File: src/rtl/urs_defines.vh
// register map, field positions, reset values and sizes of the serial status block
`ifndef URS_DEFINES_VH
`define URS_DEFINES_VH

// ----------------------------------------------------------------------
// register byte offsets
// ----------------------------------------------------------------------
`define URS_OFS_DATA        12'h000
`define URS_OFS_ERR         12'h004
`define URS_OFS_FLAGS       12'h018
`define URS_OFS_BAUD        12'h024
`define URS_OFS_LINE        12'h02C
`define URS_OFS_CTRL        12'h030

// ----------------------------------------------------------------------
// line_control fields
// ----------------------------------------------------------------------
`define URS_LC_PEN          1
`define URS_LC_EPS          2
`define URS_LC_STP2         3
`define URS_LC_FIFO_ON      4
`define URS_LC_WLEN_LO      5
`define URS_LC_SPS          7

// ----------------------------------------------------------------------
// control fields and reset values
// ----------------------------------------------------------------------
`define URS_CR_EN           0
`define URS_CR_TXE          8
`define URS_CR_RXE          9
`define URS_CR_RST          16'h0300
`define URS_LC_RST          8'h00
`define URS_BAUD_RST        16'h0000
`define URS_ERR_RST         4'h0

// ----------------------------------------------------------------------
// error bit positions inside receive_error_status
// ----------------------------------------------------------------------
`define URS_ERR_FRAME       0
`define URS_ERR_PARITY      1
`define URS_ERR_BREAK       2
`define URS_ERR_OE          3

// ----------------------------------------------------------------------
// buffer sizes
// ----------------------------------------------------------------------
`define URS_FIFO_DEPTH      5'd16
`define URS_HOLD_DEPTH      5'd1
`define URS_RX_WIDTH        12

`endif

File: src/rtl/urs_sync3.v
// three-stage input synchroniser that passes a level once two stages agree
module urs_sync3 #(
    parameter RST_VAL = 1'b1
) (
    input  wire clk_sys_i,
    input  wire sys_rst_i,
    input  wire async_i,
    output reg  level_o
);

    reg q1;
    reg q2;
    reg q3;

    // q1 feeds q2 only, to keep metastability off the compare
    always @(posedge clk_sys_i) begin
        if (sys_rst_i) begin
            q1      <= RST_VAL;
            q2      <= RST_VAL;
            q3      <= RST_VAL;
            level_o <= RST_VAL;
        end else begin
            q1 <= async_i;
            q2 <= q1;
            q3 <= q2;
            if (q2 == q3) begin
                level_o <= q3;
            end
        end
    end

endmodule // urs_sync3

File: src/rtl/urs_top.v
// serial port with receive error status, error clear alias and line flags
//
// The APB interface to the registers and the register offsets were chosen for this implementation.
`include "urs_defines.vh"

module urs_top (
    input  wire        clk_sys_i,
    input  wire        sys_rst_i,
    input  wire        psel_i,
    input  wire        penable_i,
    input  wire        pwrite_i,
    input  wire [11:0] paddr_i,
    input  wire [31:0] pwdata_i,
    output reg  [31:0] prdata_o,
    output reg         pready_o,
    output reg         pslverr_o,
    input  wire        rx_i,
    output reg         tx_o,
    input  wire        ring_in_n_i,
    input  wire        carrier_in_n_i,
    input  wire        peer_ready_in_n_i,
    input  wire        send_permit_in_n_i
);

    // ------------------------------------------------------------------
    // input synchronisers
    // ------------------------------------------------------------------
    wire rx_s;
    wire ring_s;
    wire carrier_s;
    wire peer_s;
    wire permit_s;

    urs_sync3 #(.RST_VAL(1'b1)) u_rx (.clk_sys_i(clk_sys_i),
        .sys_rst_i(sys_rst_i), .async_i(rx_i), .level_o(rx_s));
    urs_sync3 #(.RST_VAL(1'b1)) u_ring (.clk_sys_i(clk_sys_i),
        .sys_rst_i(sys_rst_i), .async_i(ring_in_n_i), .level_o(ring_s));
    urs_sync3 #(.RST_VAL(1'b1)) u_carrier (.clk_sys_i(clk_sys_i),
        .sys_rst_i(sys_rst_i), .async_i(carrier_in_n_i),
        .level_o(carrier_s));
    urs_sync3 #(.RST_VAL(1'b1)) u_dsr (.clk_sys_i(clk_sys_i),
        .sys_rst_i(sys_rst_i), .async_i(peer_ready_in_n_i),
        .level_o(peer_s));
    urs_sync3 #(.RST_VAL(1'b1)) u_cts (.clk_sys_i(clk_sys_i),
        .sys_rst_i(sys_rst_i), .async_i(send_permit_in_n_i),
        .level_o(permit_s));

    // ------------------------------------------------------------------
    // software registers and decode
    // ------------------------------------------------------------------
    reg  [15:0] baud_div;
    reg  [7:0]  line_control;
    reg  [15:0] ctrl;
    reg  [3:0]  receive_error_status;
    reg         rd_ok;

    wire        fifo_on   = line_control[`URS_LC_FIFO_ON];
    wire [4:0]  depth     = fifo_on ? `URS_FIFO_DEPTH : `URS_HOLD_DEPTH;
    wire [3:0]  nbits     = 4'd5 + {2'b00, line_control[6:5]};
    wire        pen       = line_control[`URS_LC_PEN];
    wire        eps       = line_control[`URS_LC_EPS];
    wire        sps       = line_control[`URS_LC_SPS];
    // a zero divisor would stall the timers, so it runs as one
    wire [15:0] div_eff   = (baud_div == 16'h0000) ? 16'h0001 : baud_div;
    wire [19:0] bit_len   = {div_eff, 4'h0};
    wire [19:0] half_len  = {1'b0, bit_len[19:1]};
    wire        access    = psel_i & penable_i & pready_o;
    wire        hit_data  = (paddr_i == `URS_OFS_DATA);
    wire        hit_err   = (paddr_i == `URS_OFS_ERR);
    wire        hit_flags = (paddr_i == `URS_OFS_FLAGS);
    wire        hit_baud  = (paddr_i == `URS_OFS_BAUD);
    wire        hit_line  = (paddr_i == `URS_OFS_LINE);
    wire        hit_ctrl  = (paddr_i == `URS_OFS_CTRL);
    wire        mapped    = hit_data | hit_err | hit_flags | hit_baud |
                            hit_line | hit_ctrl;

    // ------------------------------------------------------------------
    // receive fifo (holding register is its bottom word)
    // ------------------------------------------------------------------
    reg  [`URS_RX_WIDTH-1:0] rx_mem [0:15];
    reg  [3:0]  rx_wp;
    reg  [3:0]  rx_rp;
    reg  [4:0]  rx_cnt;
    reg         rx_push;
    reg  [`URS_RX_WIDTH-1:0] rx_word;
    reg         ov_pend;

    wire rx_full  = (rx_cnt >= depth);
    wire rx_empty = (rx_cnt == 5'd0);
    wire rx_pop   = access & ~pwrite_i & hit_data & rd_ok;
    wire rx_wr    = rx_push & ~rx_full;
    wire overrun  = rx_push & rx_full;
    wire [`URS_RX_WIDTH-1:0] rx_top = rx_mem[rx_rp];

    always @(posedge clk_sys_i) begin
        if (rx_wr) begin
            rx_mem[rx_wp] <= rx_word;
        end
    end

    // a full fifo refuses the character; stored entries stay intact
    always @(posedge clk_sys_i) begin
        if (sys_rst_i) begin
            rx_wp   <= 4'h0;
            rx_rp   <= 4'h0;
            rx_cnt  <= 5'd0;
            ov_pend <= 1'b0;
        end else begin
            if (rx_wr) begin
                rx_wp <= rx_wp + 4'h1;
            end
            if (rx_pop) begin
                rx_rp <= rx_rp + 4'h1;
            end
            if (rx_wr & ~rx_pop) begin
                rx_cnt <= rx_cnt + 5'd1;
            end else if (rx_pop & ~rx_wr) begin
                rx_cnt <= rx_cnt - 5'd1;
            end
            if (overrun) begin
                ov_pend <= 1'b1;
            end else if (rx_wr) begin
                ov_pend <= 1'b0;
            end
        end
    end

    // ------------------------------------------------------------------
    // receive status: errors of the character just read, overrun live
    // ------------------------------------------------------------------
    always @(posedge clk_sys_i) begin
        if (sys_rst_i) begin
            receive_error_status <= `URS_ERR_RST;
        end else begin
            if (access & pwrite_i & hit_err) begin
                receive_error_status <= `URS_ERR_RST;
            end else if (rx_pop) begin
                receive_error_status[2:0] <= rx_top[10:8];
            end
            // set wins over a clear in the same cycle
            if (overrun) begin
                receive_error_status[`URS_ERR_OE] <= 1'b1;
            end
        end
    end

    // ------------------------------------------------------------------
    // receiver
    // ------------------------------------------------------------------
    localparam R_IDLE  = 3'd0;
    localparam R_START = 3'd1;
    localparam R_DATA  = 3'd2;
    localparam R_PAR   = 3'd3;
    localparam R_STOP  = 3'd4;
    localparam R_BRK   = 3'd5;
    localparam R_WAIT  = 3'd6;

    reg  [2:0]  rx_state;
    reg  [19:0] rx_tmr;
    reg  [2:0]  rx_idx;
    reg  [7:0]  rx_data;
    reg         rx_par;
    reg         rx_prev;

    wire rx_en   = ctrl[`URS_CR_EN] & ctrl[`URS_CR_RXE];
    wire exp_par = sps ? ~eps : (eps ? ^rx_data : ~^rx_data);
    wire parerr  = pen & (rx_par != exp_par);

    always @(posedge clk_sys_i) begin
        if (sys_rst_i) begin
            rx_state <= R_IDLE;
            rx_tmr   <= 20'h00000;
            rx_idx   <= 3'h0;
            rx_data  <= 8'h00;
            rx_par   <= 1'b0;
            rx_prev  <= 1'b1;
            rx_push  <= 1'b0;
            rx_word  <= 12'h000;
        end else begin
            rx_prev <= rx_s;
            rx_push <= 1'b0;
            if (rx_tmr != 20'h00000 && rx_state != R_BRK) begin
                rx_tmr <= rx_tmr - 20'h00001;
            end else begin
                case (rx_state)
                    R_IDLE: begin
                        if (rx_en & rx_prev & ~rx_s) begin
                            rx_state <= R_START;
                            rx_tmr   <= half_len;
                            rx_data  <= 8'h00;
                        end
                    end
                    R_START: begin
                        // a glitch shorter than half a bit is no start
                        if (~rx_s) begin
                            rx_state <= R_DATA;
                            rx_tmr   <= bit_len - 20'h00001;
                            rx_idx   <= 3'h0;
                        end else begin
                            rx_state <= R_IDLE;
                        end
                    end
                    R_DATA: begin
                        rx_data[rx_idx] <= rx_s;
                        rx_tmr          <= bit_len - 20'h00001;
                        if ({1'b0, rx_idx} == nbits - 4'd1) begin
                            rx_state <= pen ? R_PAR : R_STOP;
                        end else begin
                            rx_idx <= rx_idx + 3'h1;
                        end
                    end
                    R_PAR: begin
                        rx_par   <= rx_s;
                        rx_tmr   <= bit_len - 20'h00001;
                        rx_state <= R_STOP;
                    end
                    R_STOP: begin
                        if (rx_s) begin
                            rx_push  <= 1'b1;
                            rx_word  <= {ov_pend, 1'b0, parerr, 1'b0, rx_data};
                            rx_state <= R_IDLE;
                        end else if (rx_data == 8'h00 &&
                                     (~pen || ~rx_par)) begin
                            // low since start: watch past the frame end
                            rx_state <= R_BRK;
                            rx_tmr   <= half_len;
                        end else begin
                            rx_push  <= 1'b1;
                            rx_word  <= {ov_pend, 1'b0, parerr, 1'b1, rx_data};
                            rx_state <= R_WAIT;
                        end
                    end
                    R_BRK: begin
                        if (rx_s) begin
                            rx_push  <= 1'b1;
                            rx_word  <= {ov_pend, 1'b0, parerr, 1'b1, rx_data};
                            rx_state <= R_IDLE;
                        end else if (rx_tmr == 20'h00000) begin
                            rx_push  <= 1'b1;
                            rx_word  <= {ov_pend, 1'b1, 2'b00, 8'h00};
                            rx_state <= R_WAIT;
                        end else begin
                            rx_tmr <= rx_tmr - 20'h00001;
                        end
                    end
                    R_WAIT: begin
                        if (rx_s) begin
                            rx_state <= R_IDLE;
                        end
                    end
                    default: begin
                        rx_state <= R_IDLE;
                    end
                endcase
            end
        end
    end

    // ------------------------------------------------------------------
    // transmit fifo and shifter
    // ------------------------------------------------------------------
    reg  [7:0]  tx_mem [0:15];
    reg  [3:0]  tx_wp;
    reg  [3:0]  tx_rp;
    reg  [4:0]  tx_cnt;
    reg         tx_active;
    reg  [19:0] tx_tmr;
    reg  [11:0] tx_sh;
    reg  [3:0]  tx_left;
    reg  [11:0] tx_rest;
    reg  [7:0]  tx_d;
    integer     i;

    wire tx_full  = (tx_cnt >= depth);
    wire tx_empty = (tx_cnt == 5'd0);
    wire tx_push  = access & pwrite_i & hit_data & ~tx_full;
    wire tx_load  = ~tx_active & ~tx_empty &
                    ctrl[`URS_CR_EN] & ctrl[`URS_CR_TXE];
    wire tx_par   = sps ? ~eps : (eps ? ^tx_d : ~^tx_d);
    wire [3:0] tx_bits = nbits + {3'b000, pen} + 4'd1 +
                         {3'b000, line_control[`URS_LC_STP2]};

    // data, parity and stop bits that follow the start bit, lsb first
    always @* begin
        tx_d    = 8'h00;
        tx_rest = 12'hFFF;
        for (i = 0; i < 8; i = i + 1) begin
            if (i < nbits) begin
                tx_d[i]    = tx_mem[tx_rp][i];
                tx_rest[i] = tx_mem[tx_rp][i];
            end
        end
        if (pen) begin
            tx_rest[nbits] = tx_par;
        end
    end

    always @(posedge clk_sys_i) begin
        if (tx_push) begin
            tx_mem[tx_wp] <= pwdata_i[7:0];
        end
    end

    always @(posedge clk_sys_i) begin
        if (sys_rst_i) begin
            tx_wp     <= 4'h0;
            tx_rp     <= 4'h0;
            tx_cnt    <= 5'd0;
            tx_active <= 1'b0;
            tx_tmr    <= 20'h00000;
            tx_sh     <= 12'hFFF;
            tx_left   <= 4'h0;
            tx_o      <= 1'b1;
        end else begin
            if (tx_push) begin
                tx_wp <= tx_wp + 4'h1;
            end
            if (tx_load) begin
                tx_rp <= tx_rp + 4'h1;
            end
            if (tx_push & ~tx_load) begin
                tx_cnt <= tx_cnt + 5'd1;
            end else if (tx_load & ~tx_push) begin
                tx_cnt <= tx_cnt - 5'd1;
            end
            if (tx_load) begin
                tx_active <= 1'b1;
                tx_o      <= 1'b0;
                tx_sh     <= tx_rest;
                tx_left   <= tx_bits;
                tx_tmr    <= bit_len - 20'h00001;
            end else if (tx_active) begin
                if (tx_tmr != 20'h00000) begin
                    tx_tmr <= tx_tmr - 20'h00001;
                end else if (tx_left == 4'h0) begin
                    tx_active <= 1'b0;
                end else begin
                    tx_o    <= tx_sh[0];
                    tx_sh   <= {1'b1, tx_sh[11:1]};
                    tx_left <= tx_left - 4'h1;
                    tx_tmr  <= bit_len - 20'h00001;
                end
            end
        end
    end

    // ------------------------------------------------------------------
    // flags and apb slave
    // ------------------------------------------------------------------
    wire [15:0] line_fifo_flags = {
        7'h00,
        ~ring_s,
        tx_empty,
        rx_full,
        tx_full,
        rx_empty,
        tx_active | ~tx_empty,
        ~carrier_s,
        ~peer_s,
        ~permit_s
    };

    // no wait state: data are formed in setup, taken in the access edge
    always @(posedge clk_sys_i) begin
        if (sys_rst_i) begin
            prdata_o     <= 32'h00000000;
            pready_o     <= 1'b0;
            pslverr_o    <= 1'b0;
            rd_ok        <= 1'b0;
            baud_div     <= `URS_BAUD_RST;
            line_control <= `URS_LC_RST;
            ctrl         <= `URS_CR_RST;
        end else begin
            pready_o  <= psel_i & ~penable_i;
            pslverr_o <= psel_i & ~penable_i & ~mapped;
            // the pop is kept to the word actually returned
            rd_ok     <= ~rx_empty;
            prdata_o  <= 32'h00000000;
            if (psel_i & ~penable_i & ~pwrite_i) begin
                if (hit_data) begin
                    prdata_o <= {20'h00000, rx_top};
                end else if (hit_err) begin
                    prdata_o <= {28'h0000000, receive_error_status};
                end else if (hit_flags) begin
                    prdata_o <= {16'h0000, line_fifo_flags};
                end else if (hit_baud) begin
                    prdata_o <= {16'h0000, baud_div};
                end else if (hit_line) begin
                    prdata_o <= {24'h000000, line_control};
                end else if (hit_ctrl) begin
                    prdata_o <= {16'h0000, ctrl};
                end
            end
            if (access & pwrite_i) begin
                if (hit_baud) begin
                    baud_div <= pwdata_i[15:0];
                end
                if (hit_line) begin
                    line_control <= pwdata_i[7:0];
                end
                if (hit_ctrl) begin
                    ctrl <= pwdata_i[15:0];
                end
            end
        end
    end

endmodule // urs_top

File: config.mk
export PLATFORM = sky130hd
export DESIGN_NAME = urs_top
export DESIGN_NICKNAME = d
export VERILOG_FILES = /design/src/rtl/urs_sync3.v /design/src/rtl/urs_top.v
export VERILOG_INCLUDE_DIRS = /design/src /design/src/rtl
export SDC_FILE = /design/constraint.sdc
export NUM_CORES = 1
export LEC_CHECK = 0
export BUFFER_PORTS_ARGS = -buffer_cell sky130_fd_sc_hd__buf_2
export CORE_ASPECT_RATIO = 1.5
export CORE_MARGIN = 2
export CORE_UTILIZATION = 55
export DETAILED_ROUTE_END_ITERATION = 8
export GPL_ROUTABILITY_DRIVEN = 0
export GPL_TIMING_DRIVEN = 1
export PLACE_DENSITY_LB_ADDON = 0.25
export RECOVER_POWER = 50
export SLEW_MARGIN = 30
export SYNTH_ARGS = -nofsm -noshare
export SYNTH_HDL_FRONTEND = slang
export SYNTH_SLANG_ARGS = --single-unit
File: constraint.sdc
create_clock -name clk_sys_i -period 11.4 [get_ports clk_sys_i]
set_input_delay 2.28 -clock clk_sys_i [delete_from_list [all_inputs] [get_ports clk_sys_i]]
set_output_delay 2.28 -clock clk_sys_i [all_outputs]
set_load 0.02 [all_outputs]
==> results.ini <==
[run_status]
outcome = finished with violations
violations = max-capacitance violations, max-slew violations

[placed_design]
io_buffers = 56
place_inst = 2428
dp_hpwl_mm = 36.05

[sta]
fin_tns_setup_ps = 0
rsz0062_at_grt = false
max_freq_ghz = 0.1401
fin_crit_sh_pct = 62.62
finalCriticalPeriod_ps = 7139
hold_viol_final = 0
timing.slew.headroom_pct = -141.3
finClkSkew_ps = 23.32
tightest_slew_ps = 3620
setup_viol = 0
drv_slew = 139

[critical_path]
criticalPathCategory = input port to register
cp-start-kind = input port
cp-end-kind = register
crit_arrival_ps = 7530
crit_fanout = 58
crit_required_ps = 11790

[clock_network]
cts_hold_buf = 0
clock_sinks = 525
clock-root-buffer = clkbuf_16
clk_latency_ps = 580
ctsResizeCount = 0
cts_buffer_depth = 3
postCtsSetupBuffers = 0
cts_made_buffers = 48
cts.clk_slew.worst_paths_ps = 70
htreeDepth = 2
cts_tree = yes

[synthesis]
yosysWarnings = 0
synth_area_per_cell_um2 = 12.16
synthTopCellsByArea = edfxtp_1 (42%), dfxtp_1 (18%), mux4_2 (7.9%), nor2_1 (3.5%), nand2_1 (3.0%)
ys_types = 72
seq_area_frac_synth_pct = 59.82
async_reset_ff_share_pct = 0
yosys-top-cells-count = edfxtp_1 (320), nor2_1 (216), dfxtp_1 (205)
synth_area_um2 = 22920
yosysTopAreaCell = edfxtp_1
synth_seq_cells = 525
yosysMostFrequentCell = edfxtp_1
synth_top_area_share_pct = 41.92
synth_ff_type = edfxtp_1
synth_enable_flop_cells = 320
synth_cells = 1885

[final_layout]
multi_input_area_um2 = 8568
fillers = 3166
final_nets = 2021
utilization_pct = 61.66
drive_gt1_share_pct = 14.23
layoutNonFillerInstCount = 2521
syn2layout_area_growth_pct = 10.56
regArea_um2 = 13720

[drt]
num_vias = 15000
drtPass1Iterations = 5
route.detailed.drc = 0
wl_per_cell_um = 20.91
drt_iter0_markers = 1325
wl_mm = 52.72
vias_per_cell = 5.952
final_antenna_net_count = 0

[grt]
antenna_found_initial = 6
grt_max_degree = 80
grt_pass1_vias = 14770
track_usage_pct = 24.69
grt_pass1_wl_mm = 81.69
gr-total-overflow = 0

[hold_path]
hp-class = register to register

[die]
coreArea_um2 = 41100
initial_core_util_pct = 55.77
die_width_um = 170.7
ios = 89
rows = 91
die_height_um = 254.0
die_area_um2 = 43360

[power]
power_density_nw_per_um2 = 158.8
ir_drop_mv = 0.1589
p_leak_nw = 8.540

[flow_run]
maxCapViolCount = 2

==> critical path, stage by stage <==
cell and delay (ps):
clkbuf_1 980, clkbuf_1 1790, clkinv_1 1570, o21ai_0 640
o32ai_1 200
==> report_power, final <==
group / internal, mW / leakage (nW) / switching (mW)
logic: 0.114 / 3.15 / 0.191
registers: 2.02 / 4.59 / 0.0253
clock network: 0.966 / 0.806 / 0.705
total: 3.10 / 8.54 / 0.922
==> layout make-up <==
type | instances | area share (%)
multi-input cells | 1200 | 33.81
repair buffers | 89 | 1.896
flip-flops and latches | 525 | 54.13
well taps | 558 | 2.755
diodes | 3 | 0.02962
clock inverters | 23 | 1.126
inverters | 56 | 0.8293
clock buffers | 67 | 5.430
==> per-layer routing <==
metal  global-route usage (%)  routed length, um
met5                        0                 38
met4                    11.55               2362
met3                    3.753               3094
met2                    43.55              27050
met1                    29.59              20170
==> worst paths after layout <==
kind / startpoint / end / slack [ps] / cells after the start
setup reg to reg: line_control[4] / rx_cnt[4] / 7240 / 13
hold / removal: u_rx.q1 / u_rx.q2 / 410 / 1
hold reg to reg: u_rx.q1 / u_rx.q2 / 410 / 1
setup / recovery: sys_rst_i / receive_error_status[3] / 4260 / 5
==> metrics by stage <==
step	hold WS, ps	power (mW)	instance area (um2)	worst slack [ps]
floorplan	389.5	2.318	22980	5909
global placement	408.1	2.382	23690	5732
detailed placement	396.1	2.390	23720	5662
CTS	405.1	4.053	25380	6276
global route	412.6	4.160	25340	3852
finish	405.2	4.026	25350	4261
==> layout by cell type (no fill, tap or decap), types with 7 or more instances in the layout <==
master / count
clkinv_2: 8
a22oi_1: 36
a221oi_1: 11
mux2_2: 10
conb_1: 16
nor2_1: 215
clkbuf_16: 51
o21ai_0: 80
a21o_1: 8
nand3_1: 26
buf_4: 23
or3_1: 14
nor3_1: 40
dfxtp_1: 202
xnor2_1: 33
nand4_1: 10
a211oi_1: 16
edfxtp_1: 320
or2_2: 19
o22ai_1: 12
ha_1: 44
mux2i_1: 63
nor3_2: 8
clkbuf_1: 30
buf_2: 48
nand2b_1: 11
inv_1: 54
nand2_1: 182
xor2_1: 25
o211ai_1: 7
a21oi_1: 114
nor4_1: 14
o221ai_1: 7
mux4_2: 80
nor3b_1: 11
==> flip-flops by register name, indices dropped and copies added (netlist names), 5 cells and up, named ones only <==
name,count
rx_cnt,5
tx_mem,128
baud_div,16
ctrl,16
rx_word,12
prdata_o,16
tx_cnt,5
rx_data,8
rx_tmr,20
tx_tmr,20
rx_mem,192
line_control,8
tx_sh,12
==> cell families (layout without fill, tap and decap cells) <==
group                    after synthesis  in the layout  synth area share, %
multiplexers                         154            154                11.17
flip-flops                           525            525                59.82
XOR/XNOR                              60             60                2.412
adder cells (fa/ha/maj)               47             47                2.663
other                                  1             19              0.01636
buffers and inverters                175            235                3.280
AO/OA/AOI/OAI                        338            338                9.169
AND/OR/NAND/NOR                      585            585                11.47
No activity file was read; power rests on OpenSTA's default activity.
